`src/shared/bfx_cfg.svh`:
```
// Purpose: offsets, field positions, reset values and encodings of the branch/bit-clear executor
// Assumes: included by bare name from every design file that needs it
// Notes:   definitions only
`ifndef BFX_CFG_SVH
`define BFX_CFG_SVH

// ****************************************
// register offsets (byte addresses)
// ****************************************
`define BFX_REG_CTRL    8'h00
`define BFX_REG_BANK    8'h04
`define BFX_REG_FLAGS   8'h08
`define BFX_REG_PC      8'h0C
`define BFX_REG_STAT    8'h10

// ****************************************
// field positions and reset values
// ****************************************
`define BFX_CTRL_RUN    0
`define BFX_FLAG_C      0
`define BFX_FLAG_N      1
`define BFX_STAT_TAKEN  0
`define BFX_STAT_UNSUP  1
`define BFX_STAT_BUSY   2
`define BFX_BANK_RST    4'h0
`define BFX_FLAGS_RST   2'h0
`define BFX_ACCESS_BANK 4'h0
`define BFX_PC_W_DEF    21

// ****************************************
// instruction encodings
// ****************************************
`define BFX_NOP_WORD    16'h0000
`define BFX_PFX_BCLR    4'h9
`define BFX_OPC_BNEG    8'hE6
`define BFX_OPC_BNC     8'hE3

// ****************************************
// phases of one instruction cycle
// ****************************************
`define BFX_Q1          2'h0
`define BFX_Q2          2'h1
`define BFX_Q3          2'h2
`define BFX_Q4          2'h3

`endif

```
`src/shared/bfx_pkg.sv`:
```
// Purpose: types shared by the branch/bit-clear executor
// Assumes: nothing
// Notes:   constants live in bfx_cfg.svh
package bfx_pkg;

    typedef enum logic [2:0] {
        BFX_OP_NOP,
        BFX_OP_BCLR,
        BFX_OP_BNEG,
        BFX_OP_BNC,
        BFX_OP_OTHER
    } bfx_op_e;

    typedef struct packed {
        bfx_op_e    op;
        logic [2:0] bit_idx;
        logic       bank_sel;
        logic [7:0] faddr;
        logic [7:0] offset;
    } bfx_dec_s;

    typedef struct packed {
        logic       rd;
        logic       we;
        logic [11:0] addr;
        logic [7:0] wdata;
    } bfx_dmem_req_s;

endpackage

```
`src/design/bfx_decode.sv`:
```
// Purpose: splits an instruction word into operation and operand fields
// Assumes: word is stable for the whole instruction cycle
// Notes:   purely combinational
`timescale 1ns/1ps
`include "bfx_cfg.svh"
module bfx_decode
    import bfx_pkg::*;
(
    input  wire logic [15:0] word_i,
    output bfx_dec_s         dec_o
);

    // ****************************************
    // operation decode
    // ****************************************
    wire is_nop  = (word_i == `BFX_NOP_WORD);
    wire is_bclr = (word_i[15:12] == `BFX_PFX_BCLR);
    wire is_bneg = (word_i[15:8] == `BFX_OPC_BNEG);
    wire is_bnc  = (word_i[15:8] == `BFX_OPC_BNC);

    bfx_op_e op_sel;

    assign op_sel = is_nop  ? BFX_OP_NOP  :
                    is_bclr ? BFX_OP_BCLR :
                    is_bneg ? BFX_OP_BNEG :
                    is_bnc  ? BFX_OP_BNC  : BFX_OP_OTHER;

    // bit index, bank select and register address share the low twelve bits
    assign dec_o = '{op:       op_sel,
                     bit_idx:  word_i[11:9],
                     bank_sel: word_i[8],
                     faddr:    word_i[7:0],
                     offset:   word_i[7:0]};

endmodule

```
`src/design/bfx_qphase.sv`:
```
// Purpose: four-phase sequencer of one instruction cycle
// Assumes: run_i comes from logic on the same clock
// Notes:   a started cycle always runs to its fourth phase
`timescale 1ns/1ps
`include "bfx_cfg.svh"
module bfx_qphase
    import bfx_pkg::*;
(
    input  wire logic       clk_i,
    input  wire logic       rst_i,
    input  wire logic       run_i,
    output logic      [1:0] q_o,
    output logic            active_o
);

    logic [1:0] q_reg;

    // ****************************************
    // phase counter
    // ****************************************
    assign active_o = run_i || (q_reg != `BFX_Q1);
    assign q_o      = q_reg;

    always_ff @(posedge clk_i) begin
        if (rst_i) begin
            q_reg <= `BFX_Q1;
        end else if (active_o) begin
            q_reg <= q_reg + 2'h1;
        end
    end
endmodule

```
`src/design/bfx_exec.sv`:
```
// Purpose: executes bit clear and two conditional relative branches
// Assumes: instruction and data memories answer within the phase that asks
// Notes:   one instruction cycle is four clocks, Q1 to Q4
// Function
// - word with upper byte E6 branches only when the negative flag is one.
// - branch_on_carry_clear branches only when carry is zero, else goes on in sequence.
// - upper byte E3 selects branch_on_carry_clear, low byte being the offset.
// - a taken branch loads the counter with the incremented address plus twice the offset.
// - the offset byte is two's complement from -128 to 127.
// - a branch is one word, one cycle when not taken and two cycles when taken.
// - decode in Q1, read offset in Q2, process in Q3, write the counter in Q4 if taken.
// - the branches never alter any status flag.
// - bit_clear_in_register zeroes one bit of the register and leaves the rest alone.
// - bit clear is prefix 1001, three-bit index, bank select bit and eight-bit address.
// - bank select zero uses the access bank, one uses bank_pointer_register.
`timescale 1ns/1ps
`include "bfx_cfg.svh"
module bfx_exec
    import bfx_pkg::*;
#(
    parameter int PC_W = `BFX_PC_W_DEF
)(
    input  wire logic            clk_i,
    input  wire logic            rst_i,
    input  wire logic [7:0]      wb_adr_i,
    input  wire logic [31:0]     wb_dat_i,
    output logic      [31:0]     wb_dat_o,
    input  wire logic            wb_we_i,
    input  wire logic [3:0]      wb_sel_i,
    input  wire logic            wb_cyc_i,
    input  wire logic            wb_stb_i,
    output logic                 wb_ack_o,
    output logic      [PC_W-1:0] fetch_addr_o,
    input  wire logic [15:0]     instr_i,
    output bfx_dmem_req_s        dmem_req_o,
    input  wire logic [7:0]      dmem_rdata_i
);

    // ****************************************
    // elaboration check
    // ****************************************
    if (PC_W < 9 || PC_W > 32) begin : g_chk
        $error("PC_W must lie between 9 and 32");
    end

    // ****************************************
    // functions
    // ****************************************
    function automatic logic [PC_W-1:0] branch_target(
        input logic [PC_W-1:0] base,
        input logic [7:0]      n
    );
        branch_target = base + {{(PC_W-9){n[7]}}, n, 1'b0};
    endfunction

    function automatic logic [31:0] lane_merge(
        input logic [31:0] old_v,
        input logic [31:0] new_v,
        input logic [3:0]  sel
    );
        for (int i = 0; i < 4; i++) begin
            lane_merge[8*i +: 8] = sel[i] ? new_v[8*i +: 8] : old_v[8*i +: 8];
        end
    endfunction

    // ****************************************
    // state
    // ****************************************
    logic            run_reg;
    logic [3:0]      bank_reg;
    logic [1:0]      flags_reg;
    logic [PC_W-1:0] pc_reg;
    logic [PC_W-1:0] fetch_addr_reg;
    logic [15:0]     ir_reg;
    logic [7:0]      offset_reg;
    logic [7:0]      rdata_reg;
    logic            taken_reg;
    logic [PC_W-1:0] target_reg;
    logic            last_taken_reg;
    logic            unsup_reg;
    logic            ack_reg;
    logic [31:0]     dat_reg;
    bfx_dmem_req_s   dmem_reg;

    logic [1:0]      q;
    logic            active;
    bfx_dec_s        dec;

    // ****************************************
    // sequencer and decoder
    // ****************************************
    bfx_qphase u_qphase (
        .clk_i    (clk_i),
        .rst_i    (rst_i),
        .run_i    (run_reg),
        .q_o      (q),
        .active_o (active)
    );

    bfx_decode u_decode (
        .word_i (ir_reg),
        .dec_o  (dec)
    );

    // ****************************************
    // phase and operation decode
    // ****************************************
    wire at_q1     = active && (q == `BFX_Q1);
    wire at_q2     = active && (q == `BFX_Q2);
    wire at_q3     = active && (q == `BFX_Q3);
    wire at_q4     = active && (q == `BFX_Q4);
    wire op_bclr   = (dec.op == BFX_OP_BCLR);
    wire op_branch = (dec.op == BFX_OP_BNEG) || (dec.op == BFX_OP_BNC);

    wire cond_neg  = (dec.op == BFX_OP_BNEG) && flags_reg[`BFX_FLAG_N];
    wire cond_nc   = (dec.op == BFX_OP_BNC) && !flags_reg[`BFX_FLAG_C];
    wire cond_hit  = cond_neg || cond_nc;

    // access bank unless the instruction asks for the pointed bank
    wire [3:0]  dm_bank  = dec.bank_sel ? bank_reg : `BFX_ACCESS_BANK;
    wire [11:0] dm_addr  = {dm_bank, dec.faddr};
    wire [7:0]  clr_data = rdata_reg & ~(8'h01 << dec.bit_idx);

    // ****************************************
    // bus decode
    // ****************************************
    wire bus_req  = wb_cyc_i && wb_stb_i && !ack_reg;
    wire bus_wr   = bus_req && wb_we_i;
    wire wr_ctrl  = bus_wr && (wb_adr_i == `BFX_REG_CTRL) && wb_sel_i[0];
    wire wr_bank  = bus_wr && (wb_adr_i == `BFX_REG_BANK) && wb_sel_i[0];
    wire wr_flags = bus_wr && (wb_adr_i == `BFX_REG_FLAGS) && wb_sel_i[0];
    wire wr_stat  = bus_wr && (wb_adr_i == `BFX_REG_STAT) && wb_sel_i[0];
    // counter is loaded by software only while the sequencer is idle
    wire wr_pc    = bus_wr && (wb_adr_i == `BFX_REG_PC) && !active;

    wire [31:0] pc_word   = {{(32-PC_W){1'b0}}, pc_reg};
    wire [31:0] pc_merged = lane_merge(pc_word, wb_dat_i, wb_sel_i);
    wire [31:0] stat_word = {29'h0, active, unsup_reg, last_taken_reg};

    wire [31:0] rd_mux =
        (wb_adr_i == `BFX_REG_CTRL)  ? {31'h0, run_reg}   :
        (wb_adr_i == `BFX_REG_BANK)  ? {28'h0, bank_reg}  :
        (wb_adr_i == `BFX_REG_FLAGS) ? {30'h0, flags_reg} :
        (wb_adr_i == `BFX_REG_PC)    ? pc_word            :
        (wb_adr_i == `BFX_REG_STAT)  ? stat_word          : 32'h0;

    wire unsup_set = at_q1 && (dec.op == BFX_OP_OTHER);
    wire unsup_clr = wr_stat && wb_dat_i[`BFX_STAT_UNSUP];

    // ****************************************
    // wishbone slave
    // ****************************************
    always_ff @(posedge clk_i) begin
        if (rst_i) begin
            ack_reg <= 1'b0;
        end else begin
            ack_reg <= bus_req;
        end
    end

    always_ff @(posedge clk_i) begin
        if (rst_i) begin
            dat_reg <= 32'h0;
        end else if (bus_req && !wb_we_i) begin
            dat_reg <= rd_mux;
        end
    end

    // ****************************************
    // software registers
    // ****************************************
    always_ff @(posedge clk_i) begin
        if (rst_i) begin
            run_reg  <= 1'b0;
            bank_reg <= `BFX_BANK_RST;
        end else begin
            if (wr_ctrl) begin
                run_reg <= wb_dat_i[`BFX_CTRL_RUN];
            end
            if (wr_bank) begin
                bank_reg <= wb_dat_i[3:0];
            end
        end
    end

    // status flags change only by software, never by execution
    always_ff @(posedge clk_i) begin
        if (rst_i) begin
            flags_reg <= `BFX_FLAGS_RST;
        end else if (wr_flags) begin
            flags_reg <= wb_dat_i[1:0];
        end
    end

    // set wins over a clear in the same cycle
    always_ff @(posedge clk_i) begin
        if (rst_i) begin
            unsup_reg <= 1'b0;
        end else if (unsup_set) begin
            unsup_reg <= 1'b1;
        end else if (unsup_clr) begin
            unsup_reg <= 1'b0;
        end
    end

    // ****************************************
    // program counter and fetch
    // ****************************************
    always_ff @(posedge clk_i) begin
        if (rst_i) begin
            pc_reg <= '0;
        end else if (at_q1) begin
            pc_reg <= pc_reg + PC_W'(2);
        end else if (at_q4 && taken_reg) begin
            pc_reg <= target_reg;
        end else if (wr_pc) begin
            pc_reg <= {pc_merged[PC_W-1:1], 1'b0};
        end
    end

    always_ff @(posedge clk_i) begin
        if (rst_i) begin
            fetch_addr_reg <= '0;
        end else if (at_q1) begin
            fetch_addr_reg <= pc_reg;
        end
    end

    // prefetched word is dropped on a taken branch or a new counter value
    always_ff @(posedge clk_i) begin
        if (rst_i) begin
            ir_reg <= `BFX_NOP_WORD;
        end else if (wr_pc) begin
            ir_reg <= `BFX_NOP_WORD;
        end else if (at_q4) begin
            ir_reg <= taken_reg ? `BFX_NOP_WORD : instr_i;
        end
    end

    // ****************************************
    // branch evaluation
    // ****************************************
    always_ff @(posedge clk_i) begin
        if (rst_i) begin
            offset_reg <= 8'h00;
        end else if (at_q2 && op_branch) begin
            offset_reg <= dec.offset;
        end
    end

    always_ff @(posedge clk_i) begin
        if (rst_i) begin
            taken_reg  <= 1'b0;
            target_reg <= '0;
        end else if (at_q3) begin
            taken_reg  <= cond_hit;
            // counter is a word ahead here; the base is the word after the branch
            target_reg <= branch_target(fetch_addr_reg, offset_reg);
        end else if (at_q1) begin
            taken_reg  <= 1'b0;
        end
    end

    always_ff @(posedge clk_i) begin
        if (rst_i) begin
            last_taken_reg <= 1'b0;
        end else if (at_q4 && op_branch) begin
            last_taken_reg <= taken_reg;
        end
    end

    // ****************************************
    // bit clear read-modify-write
    // ****************************************
    always_ff @(posedge clk_i) begin
        if (rst_i) begin
            rdata_reg <= 8'h00;
        end else if (at_q2 && op_bclr) begin
            rdata_reg <= dmem_rdata_i;
        end
    end

    always_ff @(posedge clk_i) begin
        if (rst_i) begin
            dmem_reg <= '0;
        end else begin
            dmem_reg.rd <= at_q1 && op_bclr;
            dmem_reg.we <= at_q3 && op_bclr;
            if (at_q1 && op_bclr) begin
                dmem_reg.addr <= dm_addr;
            end
            if (at_q3 && op_bclr) begin
                dmem_reg.wdata <= clr_data;
            end
        end
    end

    // ****************************************
    // outputs
    // ****************************************
    assign wb_ack_o     = ack_reg;
    assign wb_dat_o     = dat_reg;
    assign fetch_addr_o = fetch_addr_reg;
    assign dmem_req_o   = dmem_reg;
endmodule

```
`config.mk`:
```
export PLATFORM = sky130hd
export DESIGN_NAME = bfx_exec
export DESIGN_NICKNAME = d
export VERILOG_FILES = /design/src/shared/bfx_pkg.sv /design/src/design/bfx_decode.sv /design/src/design/bfx_qphase.sv /design/src/design/bfx_exec.sv
export VERILOG_INCLUDE_DIRS = /design/src /design/src/shared
export SDC_FILE = /design/constraint.sdc
export NUM_CORES = 1
export LEC_CHECK = 0
export BUFFER_PORTS_ARGS = -buffer_cell sky130_fd_sc_hd__buf_2
export CAP_MARGIN = 20
export CORE_UTILIZATION = 50
export DETAILED_ROUTE_END_ITERATION = 8
export PLACE_DENSITY = 0.78
export SLEW_MARGIN = 10
export SYNTH_ARGS = -nofsm -noshare
export SYNTH_HDL_FRONTEND = slang
export SYNTH_SLANG_ARGS = --single-unit
```
`constraint.sdc`:
```
create_clock -name clk_i -period 2.96 [get_ports clk_i]
set_clock_uncertainty 0.05 [all_clocks]
set_input_delay 0.444 -clock clk_i [delete_from_list [all_inputs] [get_ports clk_i]]
set_output_delay 0.444 -clock clk_i [all_outputs]
set_load 0.05 [all_outputs]
```
==> results.sh, run 1 <==
export IMPL_outcome="finished with violations"
export IMPL_violations="DRC"
export IMPL_synth_area_top_cells="dfxtp_1 (40%), a21oi_1 (8.8%), nand2_1 (8.2%)"
export IMPL_hold_path_class="primary input to flop"
export IMPL_clock_sinks=151
export IMPL_clk_pin_slew_ps=60
export IMPL_syn2layout_area_growth_pct=17.1
export IMPL_cpMostUsedCell="a21oi_1"
export IMPL_cts_buffers=17
export IMPL_end_kind="flop"
export IMPL_maxSlewHeadroom_pct=29.0
export IMPL_totalWireLength_um=20300
export IMPL_p_leak_nw=3.51
export IMPL_ir_drop_uv=457
export IMPL_largest_reg_flops=22
export IMPL_dieWidth_um=125
export IMPL_gp_congestion=0.941
export IMPL_final_util_pct=60.6
export IMPL_cp_required_ps=3280
export IMPL_cp_start_kind="flop"
export IMPL_endpoint="target_reg[19]"
export IMPL_maxSlewViolCount=0
export IMPL_synth_avg_cell_area_um2=7.65
export IMPL_period_minus_slack_ps=2570
export IMPL_coreArea_um2=14700
export IMPL_max_freq_ghz=0.389
export IMPL_io_buffers=125
export IMPL_path_delay_family="compound AO/OA/AOI/OAI gates"
export IMPL_instances_no_fill=1280
export IMPL_post_route_drc_count=9
export IMPL_drtAntennaViolNets=0
export IMPL_clk_path_buf_depth=2
export IMPL_grt_pass1_vias=6660
export IMPL_gr_total_overflow=0
export IMPL_regToRegSetupSlack_ps=390
export IMPL_rows=44
export IMPL_worstRegToRegCells=8
export IMPL_antenna_cells=0
export IMPL_via_count=7439
export IMPL_timing_rr_start="fetch_addr_o[1]"
export IMPL_yosys_warnings=0
export IMPL_path_max_fanout=3
export IMPL_ys_async_sr_fraction_pct=0
export IMPL_hold_depth=3
export IMPL_yosysUniqueCellTypes=56
export IMPL_crit_chain="ha_1 > fa_1 > a21oi_1 > o221ai_1 > a21oi_1 > a31oi_1 > a2111o_1 > nand3_1"
export IMPL_hold_violations=0
export IMPL_startpoint="fetch_addr_o[1]"
export IMPL_via_per_inst=5.81
export IMPL_post_drt_wl_per_cell_um=15.8
export IMPL_fillers=1329
export IMPL_setup_viol=0
export IMPL_crit_cells=8
export IMPL_antenna_found_initial=0
export IMPL_ys_seq_elements=151
export IMPL_netlist_area_leader_share_pct=39.8
export IMPL_root_buffer="clkbuf_16"
export IMPL_synth_edf_count=0
export IMPL_tritoncts="done"
export IMPL_fin_tns_setup_ps=0
export IMPL_worst_setup_path_type="flop to flop"
export IMPL_grtUsageTotal_pct=25.9
export IMPL_fin_crit_sh_pct=87.0
export IMPL_pin_count=149
export IMPL_cpMaxStageDelayCell="a2111o_1"
export IMPL_rsz0062_at_grt="no"
export IMPL_power_density_nw_per_um2=523
export IMPL_nNetsFinal=1181
export IMPL_insertion_delay_ps=430
export IMPL_cpPeakStageDelay_ps=450
export IMPL_syn_area_um2=7600
export IMPL_initial_core_util_pct=51.7
export IMPL_cts_setup_buffers=0
export IMPL_maxCapViolCount=0
export IMPL_critPathArrivalTime_ps=2890
export IMPL_ys_seq_area_share_pct=39.8
export IMPL_reg2reg_to="target_reg[19]"
export IMPL_synth_flop_cell="dfxtp_1"
export IMPL_cts_resized_gates=0
export IMPL_grt_pass1_wl_um=32600
export IMPL_dp_cells=1248
export IMPL_die_area_um2=15700
export IMPL_worst_slew_pin_slew_ps=1060
export IMPL_htree_levels=4
export IMPL_drt_iter0_drc=607
export IMPL_drive_gt1_share_pct=16.6
export IMPL_die_h_um=125
export IMPL_synth_top_cell_by_area="dfxtp_1"
export IMPL_cts_hold_buf=0
export IMPL_firstDrtPassIters=7
export IMPL_netlist_instances=994
export IMPL_path_buf_inv=0
export IMPL_grt_max_degree=73
export IMPL_dp_hpwl_um=14100
[cells by family (layout without fill, tap and decap cells)]
kind of cell | count (synthesis) | in the layout | synth area share, %
adder cells (fa/ha/maj) | 25 | 25 | 4.21
buffers and inverters | 95 | 187 | 5.36
XOR/XNOR | 15 | 15 | 1.73
flip-flops | 151 | 151 | 39.8
other | 1 | 11 | 0.0493
multiplexers | 19 | 19 | 2.50
AO/OA/AOI/OAI | 271 | 271 | 20.9
AND/OR/NAND/NOR | 417 | 417 | 25.5
[per-stage QoR]
stage / worst slack [ps] / power, W / cell area [um^2] / hold slack [ps]
after floorplan: 425 / 0.00228 / 7640 / 375
after global placement: 460 / 0.00235 / 8270 / 388
after detailed placement: 436 / 0.00235 / 8270 / 395
after CTS: 432 / 0.00466 / 8900 / 188
after global routing: 242 / 0.00478 / 8900 / 209
final: 386 / 0.00466 / 8900 / 190
[cells in the mapped netlist (5+ instances only)]
cell type	n
nand2_1	167
dfxtp_1	151
a21oi_1	134
nor2_1	90
clkbuf_1	57
nand3_1	54
o21ai_0	46
a22oi_1	24
ha_1	24
mux2i_1	19
nor2b_1	19
nor3_1	18
inv_1	16
a31oi_1	15
buf_4	13
nor3b_1	12
xnor2_1	12
nand4_1	11
nand2b_1	9
a211oi_1	7
buf_1	7
nor4_1	7
or3_1	7
o21bai_1	6
o22ai_1	6
nand3b_1	5
[where the power goes]
part / internal, W / switching [W]
combinational: 0.0000817 / 0.000187
sequential: 0.00204 / 0.00000594
clock: 0.00145 / 0.000899
total: 0.00357 / 0.00109
[worst min path at each step]
stage	start	endpoint	slack [ps]
floorplan	target_reg[13]	target_reg[13]	370
global placement	dmem_req_o[5]	dmem_req_o[5]	390
detailed placement	dmem_req_o[0]	dmem_req_o[0]	400
CTS	instr_i[14]	ir_reg[14]	190
global route	instr_i[12]	ir_reg[12]	210
finish	instr_i[7]	ir_reg[7]	190
[layout make-up]
cell class / instances / area (um^2) / share of cell area (%)
Clock buffer: 19 / 443 / 4.97
Clock inverter: 13 / 191 / 2.15
Inverter: 16 / 60.1 / 0.675
Multi-Input combinational cell: 758 / 4210 / 47.3
Sequential cell: 151 / 3020 / 34.0
Tap cell: 184 / 230 / 2.59
Timing Repair Buffer: 139 / 746 / 8.38
[routing by layer]
layer | vias up | GRT usage (%) | wire length (um)
met5 | - | 0 | 0
met4 | 0 | 10.5 | 530
met3 | 33 | 4.92 | 1310
met2 | 274 | 42.9 | 9620
met1 | 3489 | 33.2 | 8790
li1 | 3643 | - | -
[worst min-delay path: stages]
cell	delay [ps]
buf_2	80
a21oi_1	50
nor2_1	70
[cells in the final DEF (no fill, tap or decap), types with 5 or more instances in the layout]
cell	instances
ha_1	24
a31oi_1	15
inv_1	16
o21bai_1	6
nand3b_1	5
nand2b_1	9
nor2_1	90
a211oi_1	7
nand2_1	167
conb_1	11
buf_2	124
o21ai_0	46
xnor2_1	12
or3_1	7
nor3_1	18
buf_4	14
a22oi_1	24
dfxtp_1	151
nand4_1	11
nor2b_1	19
clkbuf_16	17
a21oi_1	134
mux2i_1	19
nand3_1	54
nor4_1	7
nor3b_1	12
o22ai_1	6
Note: power is estimated with default switching activity, not from simulation.
==> inputs of run 2 (changes only) <==
--- a/config.mk
+++ b/config.mk
@@ -8,9 +8,11 @@
 export LEC_CHECK = 0
 export BUFFER_PORTS_ARGS = -buffer_cell sky130_fd_sc_hd__buf_2
 export CAP_MARGIN = 20
-export CORE_UTILIZATION = 50
+export CELL_PAD_IN_SITES_DETAIL_PLACEMENT = 1
+export CELL_PAD_IN_SITES_GLOBAL_PLACEMENT = 1
+export CORE_UTILIZATION = 40
 export DETAILED_ROUTE_END_ITERATION = 8
-export PLACE_DENSITY = 0.78
+export PLACE_DENSITY = 0.85
 export SLEW_MARGIN = 10
 export SYNTH_ARGS = -nofsm -noshare
 export SYNTH_HDL_FRONTEND = slang
==> run 2 against run 1 <==
  * The run now ends clean
  * Largest cell class unchanged
  * Sequential cell count is the same
  * First-iteration DRC count shrank 28%
  * Die area grew 25%
  * Non-clock buffer count grew 3
==> results.sh, run 2 (synthesis gave the netlist of run 1 again) <==
export IMPL_gr_total_overflow=0
export IMPL_max_freq_ghz=0.379
export IMPL_worst_setup_path_type="flop to flop"
export IMPL_p_seq_share_pct=45.2
export IMPL_critPathArrivalTime_ps=2960
export IMPL_p_sw_share_pct=24.2
export IMPL_pwr_share_clk_pct=48.7
export IMPL_end_kind="flop"
export IMPL_hold_violations=0
export IMPL_rows=50
export IMPL_outcome="completed"
export IMPL_dp_hpwl_um=17900
export IMPL_cp_start_kind="flop"
export IMPL_grt_pass1_vias=7475
export IMPL_via_count=7527
export IMPL_fin_crit_sh_pct=89.1
export IMPL_cpMostUsedCell="a21oi_1"
export IMPL_htree_levels=4
export IMPL_nNetsFinal=1184
export IMPL_grt_pass1_wl_um=39100
export IMPL_syn2layout_area_growth_pct=17.5
export IMPL_crit_chain="ha_1 > fa_1 > a21oi_1 > o221ai_1 > a21oi_1 > buf_4 > a31oi_1 > a2111o_1 > nand3_1"
export IMPL_worst_slew_pin_slew_ps=791
export IMPL_ir_drop_uv=441
export IMPL_initial_core_util_pct=40.8
export IMPL_drtAntennaViolNets=0
export IMPL_firstDrtPassIters=5
export IMPL_largest_reg_flops=22
export IMPL_antenna_found_initial=1
export IMPL_fillers=2344
export IMPL_cts_resized_gates=0
export IMPL_drive_gt1_share_pct=16.8
export IMPL_die_area_um2=19600
export IMPL_period_minus_slack_ps=2640
export IMPL_coreArea_um2=18600
export IMPL_setup_viol=0
export IMPL_dp_cells=1300
export IMPL_via_per_inst=5.65
export IMPL_combPwrFrac_pct=6.1
export IMPL_dieWidth_um=140
export IMPL_cp_required_ps=3280
export IMPL_gp_congestion=0.913
export IMPL_hold_path_class="primary input to flop"
export IMPL_pin_count=149
export IMPL_p_int_w=0.00344
export IMPL_post_drt_wl_per_cell_um=18.4
export IMPL_power_switching_w=0.00110
export IMPL_antenna_cells=0
export IMPL_p_leak_nw=3.51
export IMPL_cpMaxStageDelayCell="a2111o_1"
export IMPL_tritoncts="done"
export IMPL_cts_setup_buffers=0
export IMPL_die_h_um=140
export IMPL_maxSlewViolCount=0
export IMPL_clk_path_buf_depth=2
export IMPL_drt_iter0_drc=437
export IMPL_final_cell_mix="nand2_1 (166), dfxtp_1 (151), a21oi_1 (134)"
export IMPL_maxCapViolCount=0
export IMPL_insertion_delay_ps=430
export IMPL_maxSlewHeadroom_pct=47.1
export IMPL_post_route_drc_count=0
export IMPL_grtUsageTotal_pct=25.3
export IMPL_cpPeakStageDelay_ps=440
export IMPL_instances_no_fill=1333
export IMPL_clock_sinks=151
export IMPL_cts_buffers=17
export IMPL_clk_pin_slew_ps=70
export IMPL_path_max_fanout=4
export IMPL_cts_hold_buf=0
export IMPL_io_buffers=125
export IMPL_grt_max_degree=59
export IMPL_fin_tns_setup_ps=0
export IMPL_root_buffer="clkbuf_16"
export IMPL_power_density_nw_per_um2=507
export IMPL_rsz0062_at_grt="no"
export IMPL_layout_commonest_cell="nand2_1"
export IMPL_totalWireLength_um=24500
[run 2: critical path, delay by kind of cell, from the launching register on]
kind / cells / cell delay (ps)
compound gates: 5 / 1330
flops: 1 / 320
fa+ha+maj: 2 / 660
simple gates: 1 / 70
buf+inv: 1 / 150
[run 2: cell type report]
type	count	area, um^2	area share (%)
clock buffer	22	474	5.31
clock inverter	10	119	1.33
inverter	16	60.1	0.672
multi-input combinational	758	4210	47.1
sequential	151	3020	33.8
tap	234	293	3.28
timing repair buffer	142	756	8.46
[run 2: power groups by stage]
stage          Sequential (W)  Combinational (W)  Clock [W]
2_1_floorplan         0.00209           0.000188          0
3_3_place_gp          0.00209           0.000269          0
3_5_place_dp          0.00209           0.000272          0
4_1_cts               0.00205           0.000273    0.00223
5_1_grt               0.00205           0.000298    0.00232
6_report              0.00205           0.000276    0.00221
[run 2: layer usage]
layer	wire [um]	up-vias	part of all wire (%)	global-route usage (%)
met4	425	2	1.7	7.58
met5	13	-	0.053	0
met1	10700	3677	43	30.8
met3	994	31	4.1	4.99
met2	12400	177	51	44.9
li1	-	3640	-	-
[run 2: worst paths after layout]
path	start	end	slack, ps	depth (start not counted)
worst max-delay path	fetch_addr_o[1]	target_reg[19]	320	9
worst min-delay path	instr_i[5]	ir_reg[5]	200	3
worst max register to register	fetch_addr_o[1]	target_reg[19]	320	9
worst min register to register	dmem_req_o[3]	dmem_req_o[3]	400	2
[run 2: metrics by stage]
step	hold slack [ps]	setup WS, ps	cell area (um^2)	utilization (%)	total power (W)
final	200	322	8940	47.9	0.00453
after floorplan	375	425	7640	-	0.00228
after global routing	203	162	8940	47.9	0.00467
after global placement	388	502	8340	44.7	0.00236
after detailed placement	396	416	8340	44.7	0.00236
after CTS	195	365	8930	47.9	0.00455
